`config.mk`:
```
export PLATFORM = sky130hd
export DESIGN_NAME = decx_exec
export DESIGN_NICKNAME = d
export VERILOG_FILES = /design/src/inc/decx_pkg.sv /design/src/hdl/decx_exec.sv
export SDC_FILE = /design/constraint.sdc
export NUM_CORES = 1
export LEC_CHECK = 0
export ABC_AREA = 1
export BUFFER_PORTS_ARGS = -buffer_cell sky130_fd_sc_hd__buf_2
export CAP_MARGIN = 30
export CORE_ASPECT_RATIO = 0.7
export CORE_MARGIN = 2
export CORE_UTILIZATION = 52
export CTS_BUF_LIST = sky130_fd_sc_hd__clkbuf_4 sky130_fd_sc_hd__clkbuf_8
export CTS_CLUSTER_DIAMETER = 200
export CTS_CLUSTER_SIZE = 8
export DETAILED_ROUTE_END_ITERATION = 6
export GPL_TIMING_DRIVEN = 0
export HOLD_SLACK_MARGIN = 0.05
export PLACE_DENSITY = 0.85
export REMOVE_ABC_BUFFERS = 1
export SETUP_SLACK_MARGIN = 0.1
export SLEW_MARGIN = 20
export SYNTH_ARGS = -nofsm -noshare
export SYNTH_HDL_FRONTEND = slang
export SYNTH_SLANG_ARGS = --single-unit
```
`constraint.sdc`:
```
create_clock -name clock -period 1.5 [get_ports clock]
set_input_delay 0 -clock clock [delete_from_list [all_inputs] [get_ports clock]]
set_output_delay 0 -clock clock [all_outputs]
set_load 0.02 [all_outputs]
```
`src/inc/decx_pkg.sv`:
```
`default_nettype none
package decx_pkg;
    localparam int          WORD_W      = 14;
    localparam int          DATA_W      = 8;
    localparam int          IDX_W       = 7;
    localparam logic [1:0]  OP_TOP      = 2'h0;
    localparam logic [3:0]  OP_DEC      = 4'h3;
    localparam logic [3:0]  OP_DEC_SKIP = 4'hB;
    localparam int          TOP_MSB     = 13;
    localparam int          OP_MSB      = 11;
    localparam int          OP_LSB      = 8;
    localparam int          DEST_BIT    = 7;
    localparam logic        DEST_ACC    = 1'b0;
    localparam logic [7:0]  ONE         = 8'h01;
    localparam logic [7:0]  ACC_RESET   = 8'h00;
    localparam logic        ZERO_RESET  = 1'b0;

    typedef struct packed {
        logic             valid;
        logic [WORD_W-1:0] word;
    } decx_instr_t;

    typedef struct packed {
        logic             we;
        logic [IDX_W-1:0]  idx;
        logic [DATA_W-1:0] data;
    } decx_wr_t;

    typedef enum logic [1:0] {
        DECX_Q1,
        DECX_Q2,
        DECX_Q3,
        DECX_Q4
    } decx_phase_t;
endpackage
`default_nettype wire

```
`src/hdl/decx_exec.sv`:
```
`timescale 1ns/10ps
`default_nettype none
// Behaviour
// - seven-bit index, one destination bit
// - result is register minus one, zero flag set by the plain form only
// - decode 00 0011 d fffffff as decrement
// - d zero: accumulator gets result, register kept
// - skip variant stores count, skips on zero
// - d one: result written back to register
// - skip on zero costs a second nop cycle
module decx_exec (
    input  wire logic                       clock,
    input  wire logic                       reset,
    input  wire decx_pkg::decx_instr_t      instr,
    input  wire logic [decx_pkg::DATA_W-1:0] rd_data,
    output logic [decx_pkg::IDX_W-1:0]      rd_idx,
    output decx_pkg::decx_wr_t              wr,
    output logic [decx_pkg::DATA_W-1:0]     acc,
    output logic                            zero_flag,
    output logic                            skip_next,
    output logic                            busy,
    output logic                            done
);
    // phases stepped by this block; the fetch side may drop the instruction
    // once taken, since is_skip, dest and rd_idx latch it when sampled, at Q1 only
    decx_pkg::decx_phase_t phase;
    logic                  active;
    logic                  is_skip;
    logic                  dest;
    logic                  nop_cycle;
    logic [decx_pkg::DATA_W-1:0] result;

    wire logic       hit_top  = instr.word[decx_pkg::TOP_MSB -: 2]
                               == decx_pkg::OP_TOP;
    wire logic [3:0] op_field = instr.word[decx_pkg::OP_MSB:decx_pkg::OP_LSB];
    wire logic       hit_dec  = instr.valid && hit_top
                               && op_field == decx_pkg::OP_DEC;
    wire logic       hit_skip = instr.valid && hit_top
                               && op_field == decx_pkg::OP_DEC_SKIP;
    wire logic       start    = (hit_dec || hit_skip) && !active
                               && !nop_cycle;
    wire logic [decx_pkg::DATA_W-1:0] next_result =
                               rd_data - decx_pkg::ONE;
    wire logic       res_zero = (result == '0);
    wire logic       at_q4    = active && phase == decx_pkg::DECX_Q4;

    always_ff @(posedge clock) begin
        if (reset) begin
            phase     <= decx_pkg::DECX_Q1;
            active    <= 1'b0;
            nop_cycle <= 1'b0;
        end else begin
            if (start || active || nop_cycle) begin
                unique case (phase)
                    decx_pkg::DECX_Q1: phase <= decx_pkg::DECX_Q2;
                    decx_pkg::DECX_Q2: phase <= decx_pkg::DECX_Q3;
                    decx_pkg::DECX_Q3: phase <= decx_pkg::DECX_Q4;
                    decx_pkg::DECX_Q4: phase <= decx_pkg::DECX_Q1;
                endcase
            end
            if (start)
                active <= 1'b1;
            else if (at_q4)
                active <= 1'b0;
            if (at_q4 && is_skip && res_zero)
                nop_cycle <= 1'b1;
            else if (nop_cycle && phase == decx_pkg::DECX_Q4)
                nop_cycle <= 1'b0;
        end
    end

    always_ff @(posedge clock) begin
        if (reset) begin
            is_skip <= 1'b0;
            dest    <= decx_pkg::DEST_ACC;
            rd_idx  <= '0;
            result  <= '0;
        end else begin
            if (start) begin
                is_skip <= hit_skip;
                dest    <= instr.word[decx_pkg::DEST_BIT];
                rd_idx  <= instr.word[decx_pkg::IDX_W-1:0];
            end
            if (active && phase == decx_pkg::DECX_Q3)
                result <= next_result;
        end
    end

    always_ff @(posedge clock) begin
        if (reset) begin
            wr        <= '0;
            acc       <= decx_pkg::ACC_RESET;
            zero_flag <= decx_pkg::ZERO_RESET;
            skip_next <= 1'b0;
            done      <= 1'b0;
        end else begin
            wr.we     <= at_q4 && dest != decx_pkg::DEST_ACC;
            wr.idx    <= rd_idx;
            wr.data   <= result;
            if (at_q4 && dest == decx_pkg::DEST_ACC)
                acc <= result;
            if (at_q4 && !is_skip)
                zero_flag <= res_zero;
            skip_next <= at_q4 && is_skip && res_zero;
            done      <= at_q4;
        end
    end

    always_ff @(posedge clock) begin
        if (reset)
            busy <= 1'b0;
        else
            busy <= start || (active && !at_q4) || (at_q4 && is_skip && res_zero)
                    || (nop_cycle && phase != decx_pkg::DECX_Q4);
    end

    // helper: cycle counter of the nop cycle
    logic [2:0] nop_len;
    always_ff @(posedge clock) begin
        if (reset)
            nop_len <= '0;
        else if (nop_cycle)
            nop_len <= nop_len + 3'h1;
        else
            nop_len <= '0;
    end

    // checks sit beside the logic; all sampled on the one clock
    // reset masks them so the flush cycle cannot misfire

    AST_DECODE_START: assert property (
        @(posedge clock) disable iff (reset)
        start |=> active && phase == decx_pkg::DECX_Q2)
        else $error("decrement not taken");

    AST_FOUR_PHASES: assert property (
        @(posedge clock) disable iff (reset)
        start |=> active [*3] ##1 !active)
        else $error("instruction not four phases");

    AST_RESULT: assert property (
        @(posedge clock) disable iff (reset)
        active && phase == decx_pkg::DECX_Q3
        |=> result == $past(rd_data) - decx_pkg::ONE)
        else $error("result not minus one");

    AST_ACC_DEST: assert property (
        @(posedge clock) disable iff (reset)
        at_q4 && dest == decx_pkg::DEST_ACC
        |=> acc == $past(result) && !wr.we)
        else $error("accumulator destination wrong");

    AST_REG_DEST: assert property (
        @(posedge clock) disable iff (reset)
        at_q4 && dest != decx_pkg::DEST_ACC
        |=> wr.we && wr.data == $past(result) && $stable(acc))
        else $error("register destination wrong");

    AST_ZERO_FLAG: assert property (
        @(posedge clock) disable iff (reset)
        at_q4 && !is_skip |=> zero_flag == (wr.data == 8'h00))
        else $error("zero flag wrong");

    AST_SKIP: assert property (
        @(posedge clock) disable iff (reset)
        at_q4 && is_skip |=> skip_next == (wr.data == 8'h00))
        else $error("skip decision wrong");

    AST_NOP_LEN: assert property (
        @(posedge clock) disable iff (reset)
        nop_cycle |-> nop_len < 3'h4)
        else $error("nop cycle too long");

    AST_NOP_BUSY: assert property (
        @(posedge clock) disable iff (reset)
        skip_next |-> busy ##1 busy ##1 busy)
        else $error("nop cycle not held busy");

    AST_IDX: assert property (
        @(posedge clock) disable iff (reset)
        start |=> rd_idx == $past(instr.word[6:0]))
        else $error("index not latched");

    AST_SKIP_KEEPS_ZERO: assert property (
        @(posedge clock) disable iff (reset)
        at_q4 && is_skip |=> $stable(zero_flag))
        else $error("skip variant touched zero flag");

    AST_SKIP_ACC_DEST: assert property (
        @(posedge clock) disable iff (reset)
        at_q4 && is_skip && dest == decx_pkg::DEST_ACC
        |=> !wr.we && acc == $past(result))
        else $error("skip count not in accumulator");

    AST_DONE_IDLE: assert property (
        @(posedge clock) disable iff (reset)
        done && !skip_next |-> !busy)
        else $error("busy after single cycle instruction");

    AST_DONE_PULSE: assert property (
        @(posedge clock) disable iff (reset)
        done |=> !done)
        else $error("done longer than one cycle");

    AST_NOP_NO_DONE: assert property (
        @(posedge clock) disable iff (reset)
        skip_next |=> !done [*4])
        else $error("nop cycle finished an instruction");

    COV_DEC_ACC: cover property (@(posedge clock) disable iff (reset)
        at_q4 && !is_skip && dest == decx_pkg::DEST_ACC);

    COV_DEC_REG: cover property (@(posedge clock) disable iff (reset)
        at_q4 && !is_skip && dest != decx_pkg::DEST_ACC);

    COV_SKIP_TAKEN: cover property (@(posedge clock) disable iff (reset)
        skip_next);

    COV_SKIP_NOT: cover property (@(posedge clock) disable iff (reset)
        at_q4 && is_skip && !res_zero);

    COV_NEXT_TAKEN: cover property (@(posedge clock) disable iff (reset)
        done ##2 start);
endmodule
`default_nettype wire

```
==> impl_results.rst, run 1 <==
.. list-table::
   :header-rows: 1

   * - Metric
     - Value
   * - Top cells by area, synth
     - sky130_fd_sc_hd__dfxtp_1 (51%), sky130_fd_sc_hd__nor2_1 (9.1%), sky130_fd_sc_hd__inv_1 (7.6%), sky130_fd_sc_hd__nand2_1 (7.6%), sky130_fd_sc_hd__a21oi_1 (4.1%)
   * - Number of violations of the max-capacitance limit
     - 0
   * - Synthesis warning total
     - 0
   * - Share of the synthesized area in the top cell type
     - 0.508
   * - Leakage power of the design
     - 1.37 nW
   * - Arr. time, crit path
     - 1480 ps
   * - Clock share of power
     - 0.426
   * - Switching Power
     - 496 µW
   * - Global-route wire length before repair
     - 6170 µm
   * - Worst supply voltage drop on vdd
     - 0.000980 V
   * - Number of buffer and inverter stages on the critical path
     - 1
   * - Total Power
     - 2.53 mW
   * - I/O pin count
     - 60
   * - Leading area contributor after synthesis
     - sky130_fd_sc_hd__dfxtp_1
   * - Number of antenna diodes
     - 0
   * - Async set-reset flop share out of synthesis
     - 0
   * - CTS Buf Count
     - 5
   * - PostCTS Resize Cnt
     - 0
   * - Final Hold Vio Count
     - 0
   * - Setup repair after global routing missed its margin
     - false
   * - List of cells traversed by the critical path
     - ha_1, nand2_4, nor2_4, buf_4, a21oi_2
   * - R2R cell count
     - 5
   * - Most frequent standard cell in the layout excluding fill and tap cells
     - sky130_fd_sc_hd__buf_2
   * - Post-synth design cell area
     - 0.00193 mm²
   * - CP Class
     - reg2reg
   * - Number of cells on the critical path
     - 5
   * - Nature of the critical path startpoint
     - register
   * - Largest fanout on the critical path
     - 8
   * - DRT Pass-1 Iters
     - 4
   * - DIE HEIGHT
     - 55.0 µm
   * - GPL Wtd Cong
     - 0.816
   * - Setup_tns
     - 0 ps
   * - Post-Synthesis Cells
     - 245
   * - Number of enable flip-flop cells after synthesis
     - 0
   * - Final setup violating endpoints
     - 0
   * - Sequential cell area fraction in the yosys report
     - 0.508
   * - Leading cell types in the layout, fill and taps excluded
     - sky130_fd_sc_hd__buf_2 (59), sky130_fd_sc_hd__dfxtp_1 (49), sky130_fd_sc_hd__nor2_1 (47), sky130_fd_sc_hd__inv_1 (39), sky130_fd_sc_hd__nand2_1 (39)
   * - Count of unresolved DRC violations after routing
     - 0
   * - Via count of the first global-routing pass
     - 1434
   * - Share of final-layout standard cells stronger than drive strength 1
     - 0.269
   * - Required time at the worst-slack endpoint
     - 1700 ps
   * - Fraction of power consumed by combinational cells
     - 0.056
   * - Seq pwr share
     - 0.518
   * - Cell with the biggest individual delay on the critical path
     - sky130_fd_sc_hd__dfxtp_1
   * - Sw frac
     - 0.196
   * - Std cell rows
     - 18
   * - Peak clock frequency supported by timing
     - 777 MHz
   * - Placeable core region
     - 0.00354 mm²
   * - Clock Tree Buf Depth
     - 2
   * - Pwr dens
     - 993 mW/mm²
   * - H-tree lvl count
     - 2
   * - Sinks on Clock Net
     - 49
   * - Setup clock skew after layout
     - 5.88 ps
   * - Total number of vias
     - 1705
   * - Flop2flop setup slack
     - 210 ps
   * - Internal power component
     - 2.04 mW
   * - Maximum number of pins on one net before global-route repair
     - 27
   * - Met2 capacity usage during global routing
     - 0.316
   * - Tot GR Track Use
     - 0.187
   * - Leftover overflow at the end of global routing
     - 0
   * - Status
     - completed
   * - Met3 GRT Util
     - 0.0552
   * - Total Die Area
     - 0.00423 mm²
   * - Synth Flop Type
     - sky130_fd_sc_hd__dfxtp_1
   * - Via count normalized by instance count
     - 4.56
   * - Final worst-path cycle share
     - 0.858
   * - Final critical-path required period
     - 1290 ps
   * - Die W
     - 76.9 µm
   * - Family with the most delay on the worst path
     - simple AND/OR/NAND/NOR gates
   * - Post-Synthesis Mean Instance Area
     - 7.89 µm²
   * - First-iteration detailed-routing DRC count
     - 44
   * - Number of nets still failing antenna checks after routing
     - 0
   * - Transition time of the tightest slew-check pin
     - 449 ps
   * - Critical Path Max Stage Delay
     - 370 ps
   * - Post-synth cell types
     - 26
   * - Max-Slew Margin vs Limit
     - 0.701
   * - Sum of net half-perimeters after detailed placement
     - 2660 µm
   * - P&R area growth vs syn
     - 32.0%
   * - Number of antenna violations at the first check in global routing
     - 0
   * - Kind of end point of the critical path
     - register
   * - Post-layout nets
     - 352
   * - Routed length per instance
     - 10.6 µm
   * - WL final
     - 3960 µm
   * - Clock transition at path regs
     - 90 ps
   * - CTS tree
     - built
   * - Clock latency at the later pin of the worst-skew pair
     - 290 ps
   * - Clk root buf
     - sky130_fd_sc_hd__clkbuf_8
   * - Count of input and output buffers
     - 59
   * - Flop and latch count out of synthesis
     - 49
   * - HP Class
     - in2reg
   * - Met1 Resource Use GR
     - 0.242
   * - Number of filler cells placed in the layout
     - 297
   * - Slew Limit Fails
     - 0
   * - Effective utilization at floorplan
     - 0.546
   * - Most Crowded Layer GR
     - met2
   * - Hold-critical path depth
     - 5
==> power by group through the flow <==
stage	logic (mW)	registers, mW	clock network [mW]
after floorplan	0.0489	1.35	0
after detailed placement	0.114	1.34	0
final	0.142	1.31	1.08
after CTS	0.141	1.31	1.10
after global routing	0.160	1.31	1.16
after global placement	0.112	1.34	0
==> logic make-up after synthesis <==
kind of cell / share of synthesized area
compound gates: 0.106
fa+ha+maj: 0.0259
buf+inv: 0.108
flops: 0.508
simple gates: 0.253
==> sequential cells by signal, indices dropped and copies added (netlist names) <==
register,cells
wr,16
acc,8
result,8
rd_idx,7
phase,2
active,1
busy,1
dest,1
done,1
is_skip,1
nop_cycle,1
skip_next,1
zero_flag,1
==> final timing paths <==
kind                                 start   endpoint
worst max-delay path              phase[1]     acc[6]
worst min-delay path            rd_data[3]  result[3]
worst max register to register    phase[1]     acc[6]
worst min register to register   rd_idx[4]     wr[12]
==> worst min-delay path, cell delays in order <==
cell	delay, ps
sky130_fd_sc_hd__buf_2	110
sky130_fd_sc_hd__nand2_1	50
sky130_fd_sc_hd__nand3_1	70
sky130_fd_sc_hd__nand2_1	50
sky130_fd_sc_hd__inv_1	50
==> Yosys cell counts (4+ instances only) <==
cell type	n
sky130_fd_sc_hd__dfxtp_1	49
sky130_fd_sc_hd__nor2_1	47
sky130_fd_sc_hd__inv_1	39
sky130_fd_sc_hd__nand2_1	39
sky130_fd_sc_hd__a21oi_1	16
sky130_fd_sc_hd__o21ai_0	15
sky130_fd_sc_hd__nand3_1	11
sky130_fd_sc_hd__ha_1	4
==> area by class of cell <==
| class | instances | area (µm²) | share of cell area |
|---|---|---|---|
| Tap cell | 50 | 62.6 | 0.0245 |
| Inverter | 41 | 154 | 0.0604 |
| Timing Repair Buffer | 77 | 465 | 0.183 |
| Sequential cell | 49 | 981 | 0.385 |
| Multi-Input combinational cell | 149 | 753 | 0.295 |
| Clock inverter | 3 | 65.1 | 0.0255 |
| Clock buffer | 5 | 68.8 | 0.0270 |
==> per-layer routing <==
metal  vias to the layer above  routed length, µm
met4                         0                 13
li1                        908                  -
met1                       750               1930
met2                        45               1760
met5                         -                  0
met3                         2                258
==> through the flow <==
| step | instances | util | setup slack (ps) | instance area [µm²] | hold WS [ps] |
|---|---|---|---|---|---|
| 2_1_floorplan | 238 | - | 395 | 1880 | 72.4 |
| 3_3_place_gp | 347 | 0.632 | 278 | 2230 | 216 |
| 3_5_place_dp | 347 | 0.632 | 249 | 2230 | 215 |
| 4_1_cts | 369 | 0.709 | 226 | 2510 | 55.2 |
| 5_1_grt | 374 | 0.721 | 137 | 2550 | 84.7 |
| 6_report | 374 | 0.721 | 213 | 2550 | 58.7 |
==> timing repair <==
action | CTS | global route
buffers inserted | 0 | 4
setup endpoints to repair | 0 | 1
hold buffers | 14 | 0
hold endpoints to repair | 14 | 0
Power figures use the tool's default switching activity.
==> run 2, diff against run 1 <==
Settings changed: CORE_UTILIZATION 52 to 56, PLACE_DENSITY 0.85 to 0.9.
Clock period 1.5 ns to 1.65 ns, I/O delays scaled along.
==> run 2 against run 1 <==
Net effect: hold slack improved by 23 ps; highest routed layer unchanged; die area decreased by 6.7%; sequential power down 9%; count of clock-buffer cells in the layout did not move; largest power group unchanged; register-to-register slack improved by 150 ps; largest cell class unchanged; sequential cell count is the same.
==> impl_results.rst, run 2 (synthesis gave the netlist of run 1 again) <==
.. list-table::
   :header-rows: 1

   * - Metric
     - Value
   * - Placeable core region
     - 0.00321 mm²
   * - Critical Path Max Stage Delay
     - 360 ps
   * - Cell with the biggest individual delay on the critical path
     - sky130_fd_sc_hd__dfxtp_1
   * - Peak clock frequency supported by timing
     - 777 MHz
   * - Count of input and output buffers
     - 59
   * - Slew Limit Fails
     - 0
   * - Sw frac
     - 0.230
   * - Number of nets still failing antenna checks after routing
     - 0
   * - Transition time of the tightest slew-check pin
     - 467 ps
   * - H-tree lvl count
     - 2
   * - Arr. time, crit path
     - 1520 ps
   * - Clock transition at path regs
     - 90 ps
   * - List of cells traversed by the critical path
     - ha_1, nand2_4, nor2_8, o21ai_0, a21oi_1
   * - Clk root buf
     - sky130_fd_sc_hd__clkbuf_8
   * - Largest fanout on the critical path
     - 16
   * - Seq pwr share
     - 0.594
   * - Leakage power of the design
     - 1.33 nW
   * - Required time at the worst-slack endpoint
     - 1890 ps
   * - Total Die Area
     - 0.00394 mm²
   * - Tot GR Track Use
     - 0.234
   * - Routed met1 length
     - 1910 µm
   * - PostCTS Resize Cnt
     - 0
   * - Clock Tree Buf Depth
     - 2
   * - Largest registers ranked by flip-flop count
     - wr (16), acc (8), result (8)
   * - Fin Hold WS
     - 81.3 ps
   * - Number of antenna violations at the first check in global routing
     - 0
   * - Sum of net half-perimeters after detailed placement
     - 2830 µm
   * - Final worst-path cycle share
     - 0.780
   * - CTS Buf Count
     - 5
   * - Met3 wire len
     - 310 µm
   * - Flop2flop setup slack
     - 360 ps
   * - Number of filler cells placed in the layout
     - 234
   * - Register containing the most flip-flops in the final layout
     - wr
   * - Routed length per instance
     - 11.5 µm
   * - P&R area growth vs syn
     - 27.7%
   * - Final Hold Vio Count
     - 0
   * - Wire length on met2
     - 1940 µm
   * - HP Class
     - in2reg
   * - Highest layer used for signal routing
     - met4
   * - Nature of the critical path startpoint
     - register
   * - Maximum number of pins on one net before global-route repair
     - 27
   * - Number of standard cells in the final layout excluding fillers
     - 367
   * - Area of the multi-input gates
     - 742 µm²
   * - Clock share of power
     - 0.338
   * - Worst supply voltage drop on vdd
     - 0.000766 V
   * - Largest register FFs
     - 16
   * - Final setup violating endpoints
     - 0
   * - Max-Slew Margin vs Limit
     - 0.689
   * - Most frequent standard cell in the layout excluding fill and tap cells
     - sky130_fd_sc_hd__buf_2
   * - Count of unresolved DRC violations after routing
     - 0
   * - Worst setup path startpoint
     - phase[1]
   * - Share of final-layout standard cells stronger than drive strength 1
     - 0.256
   * - Post-layout nets
     - 348
   * - Setup clock skew after layout
     - 3.16 ps
   * - Internal power component
     - 1.54 mW
   * - GPL Wtd Cong
     - 0.790
   * - Flip-flop and latch area
     - 981 µm²
   * - Die W
     - 74.2 µm
   * - Status
     - completed
   * - Final critical-path required period
     - 1290 ps
   * - Switching Power
     - 461 µW
   * - Clock latency at the later pin of the worst-skew pair
     - 300 ps
   * - Kind of end point of the critical path
     - register
   * - End-of-flow core utilization
     - 0.768
   * - Effective utilization at floorplan
     - 0.601
   * - Reg-to-Reg End
     - acc[4]
   * - Origin of the critical flop-to-flop path
     - phase[1]
   * - Pwr dens
     - 812 mW/mm²
   * - Std cell rows
     - 17
   * - DP Cell Count
     - 344
   * - Fraction of power consumed by combinational cells
     - 0.067
   * - Via count of the first global-routing pass
     - 1640
   * - Leading cell types in the layout, fill and taps excluded
     - sky130_fd_sc_hd__buf_2 (59), sky130_fd_sc_hd__dfxtp_1 (49), sky130_fd_sc_hd__nor2_1 (47), sky130_fd_sc_hd__inv_1 (39), sky130_fd_sc_hd__nand2_1 (39)
   * - WL final
     - 4230 µm
   * - I/O pin count
     - 60
   * - DIE HEIGHT
     - 53.1 µm
   * - DRT Pass-1 Iters
     - 4
   * - Setup_tns
     - 0 ps
   * - CP endpoint
     - acc[4]
   * - Number of antenna diodes
     - 0
   * - CP Class
     - reg2reg
   * - R2R cell count
     - 5
   * - Number of violations of the max-capacitance limit
     - 0
   * - Global-route wire length before repair
     - 6910 µm
   * - CTS tree
     - built
   * - Leftover overflow at the end of global routing
     - 0
   * - Setup repair after global routing missed its margin
     - false
   * - Sinks on Clock Net
     - 49
   * - Via count normalized by instance count
     - 4.79
   * - First-iteration detailed-routing DRC count
     - 66
   * - Total number of vias
     - 1759
-- run 2: changes by cell type in the layout (fill, tap and decap cells not counted), sizes merged --
cell	delta
dlygate4sd3	+1
clkinvlp	+1
nor2	-1
clkinv	+1
buf	-4
bufinv	-2
-- run 2: critical path, delay by kind of cell, from the launching register on --
| kind | cells | cell delay [ps] |
|---|---|---|
| adders and majority gates | 1 | 240 |
| AOI/OAI and AO/OA | 2 | 280 |
| and+or+nand+nor | 2 | 350 |
| DFF | 1 | 360 |
-- run 2: power groups by stage --
stage               clock (mW)  combinational, mW  sequential (mW)
floorplan                    0             0.0445             1.22
global placement             0              0.102             1.22
detailed placement           0              0.106             1.22
CTS                      0.684              0.133             1.19
global route             0.736              0.150             1.19
finish                   0.678              0.135             1.19
-- run 2: repair_timing --
action	in CTS	in global routing
hold endpoints to repair	15	0
endpoints found under the setup margin	0	0
setup buffers	0	0
hold buffers	15	0
-- run 2: worst min path at each step --
stage	start	end	cells after the start
after floorplan	reset	done	1
after global placement	rd_data[0]	result[0]	2
after detailed placement	rd_data[0]	result[0]	2
after CTS	rd_data[2]	result[4]	4
after global routing	rd_data[2]	result[4]	4
final	rd_data[2]	result[4]	4
-- run 2: stage by stage --
| step | cell area, µm² | power [mW] | setup WS [ps] |
|---|---|---|---|
| after floorplan | 1880 | 1.27 | 545 |
| after global placement | 2230 | 1.32 | 435 |
| after detailed placement | 2230 | 1.32 | 364 |
| after CTS | 2470 | 2.01 | 347 |
| after global routing | 2470 | 2.08 | 211 |
| final | 2470 | 2.00 | 363 |
-- run 2: area by class of cell --
cell class | instances | share of cell area
clock inverters | 3 | 0.00710
inverters | 41 | 0.0624
repair buffers | 74 | 0.181
well taps | 47 | 0.0238
clock buffers | 5 | 0.0279
flip-flops and latches | 49 | 0.398
multi-input cells | 148 | 0.301
-- run 2: routing by layer --
layer	track usage	vias up
met2	0.408	78
met1	0.275	775
li1	-	898
met4	0.0697	0
met3	0.0762	8
met5	0	-
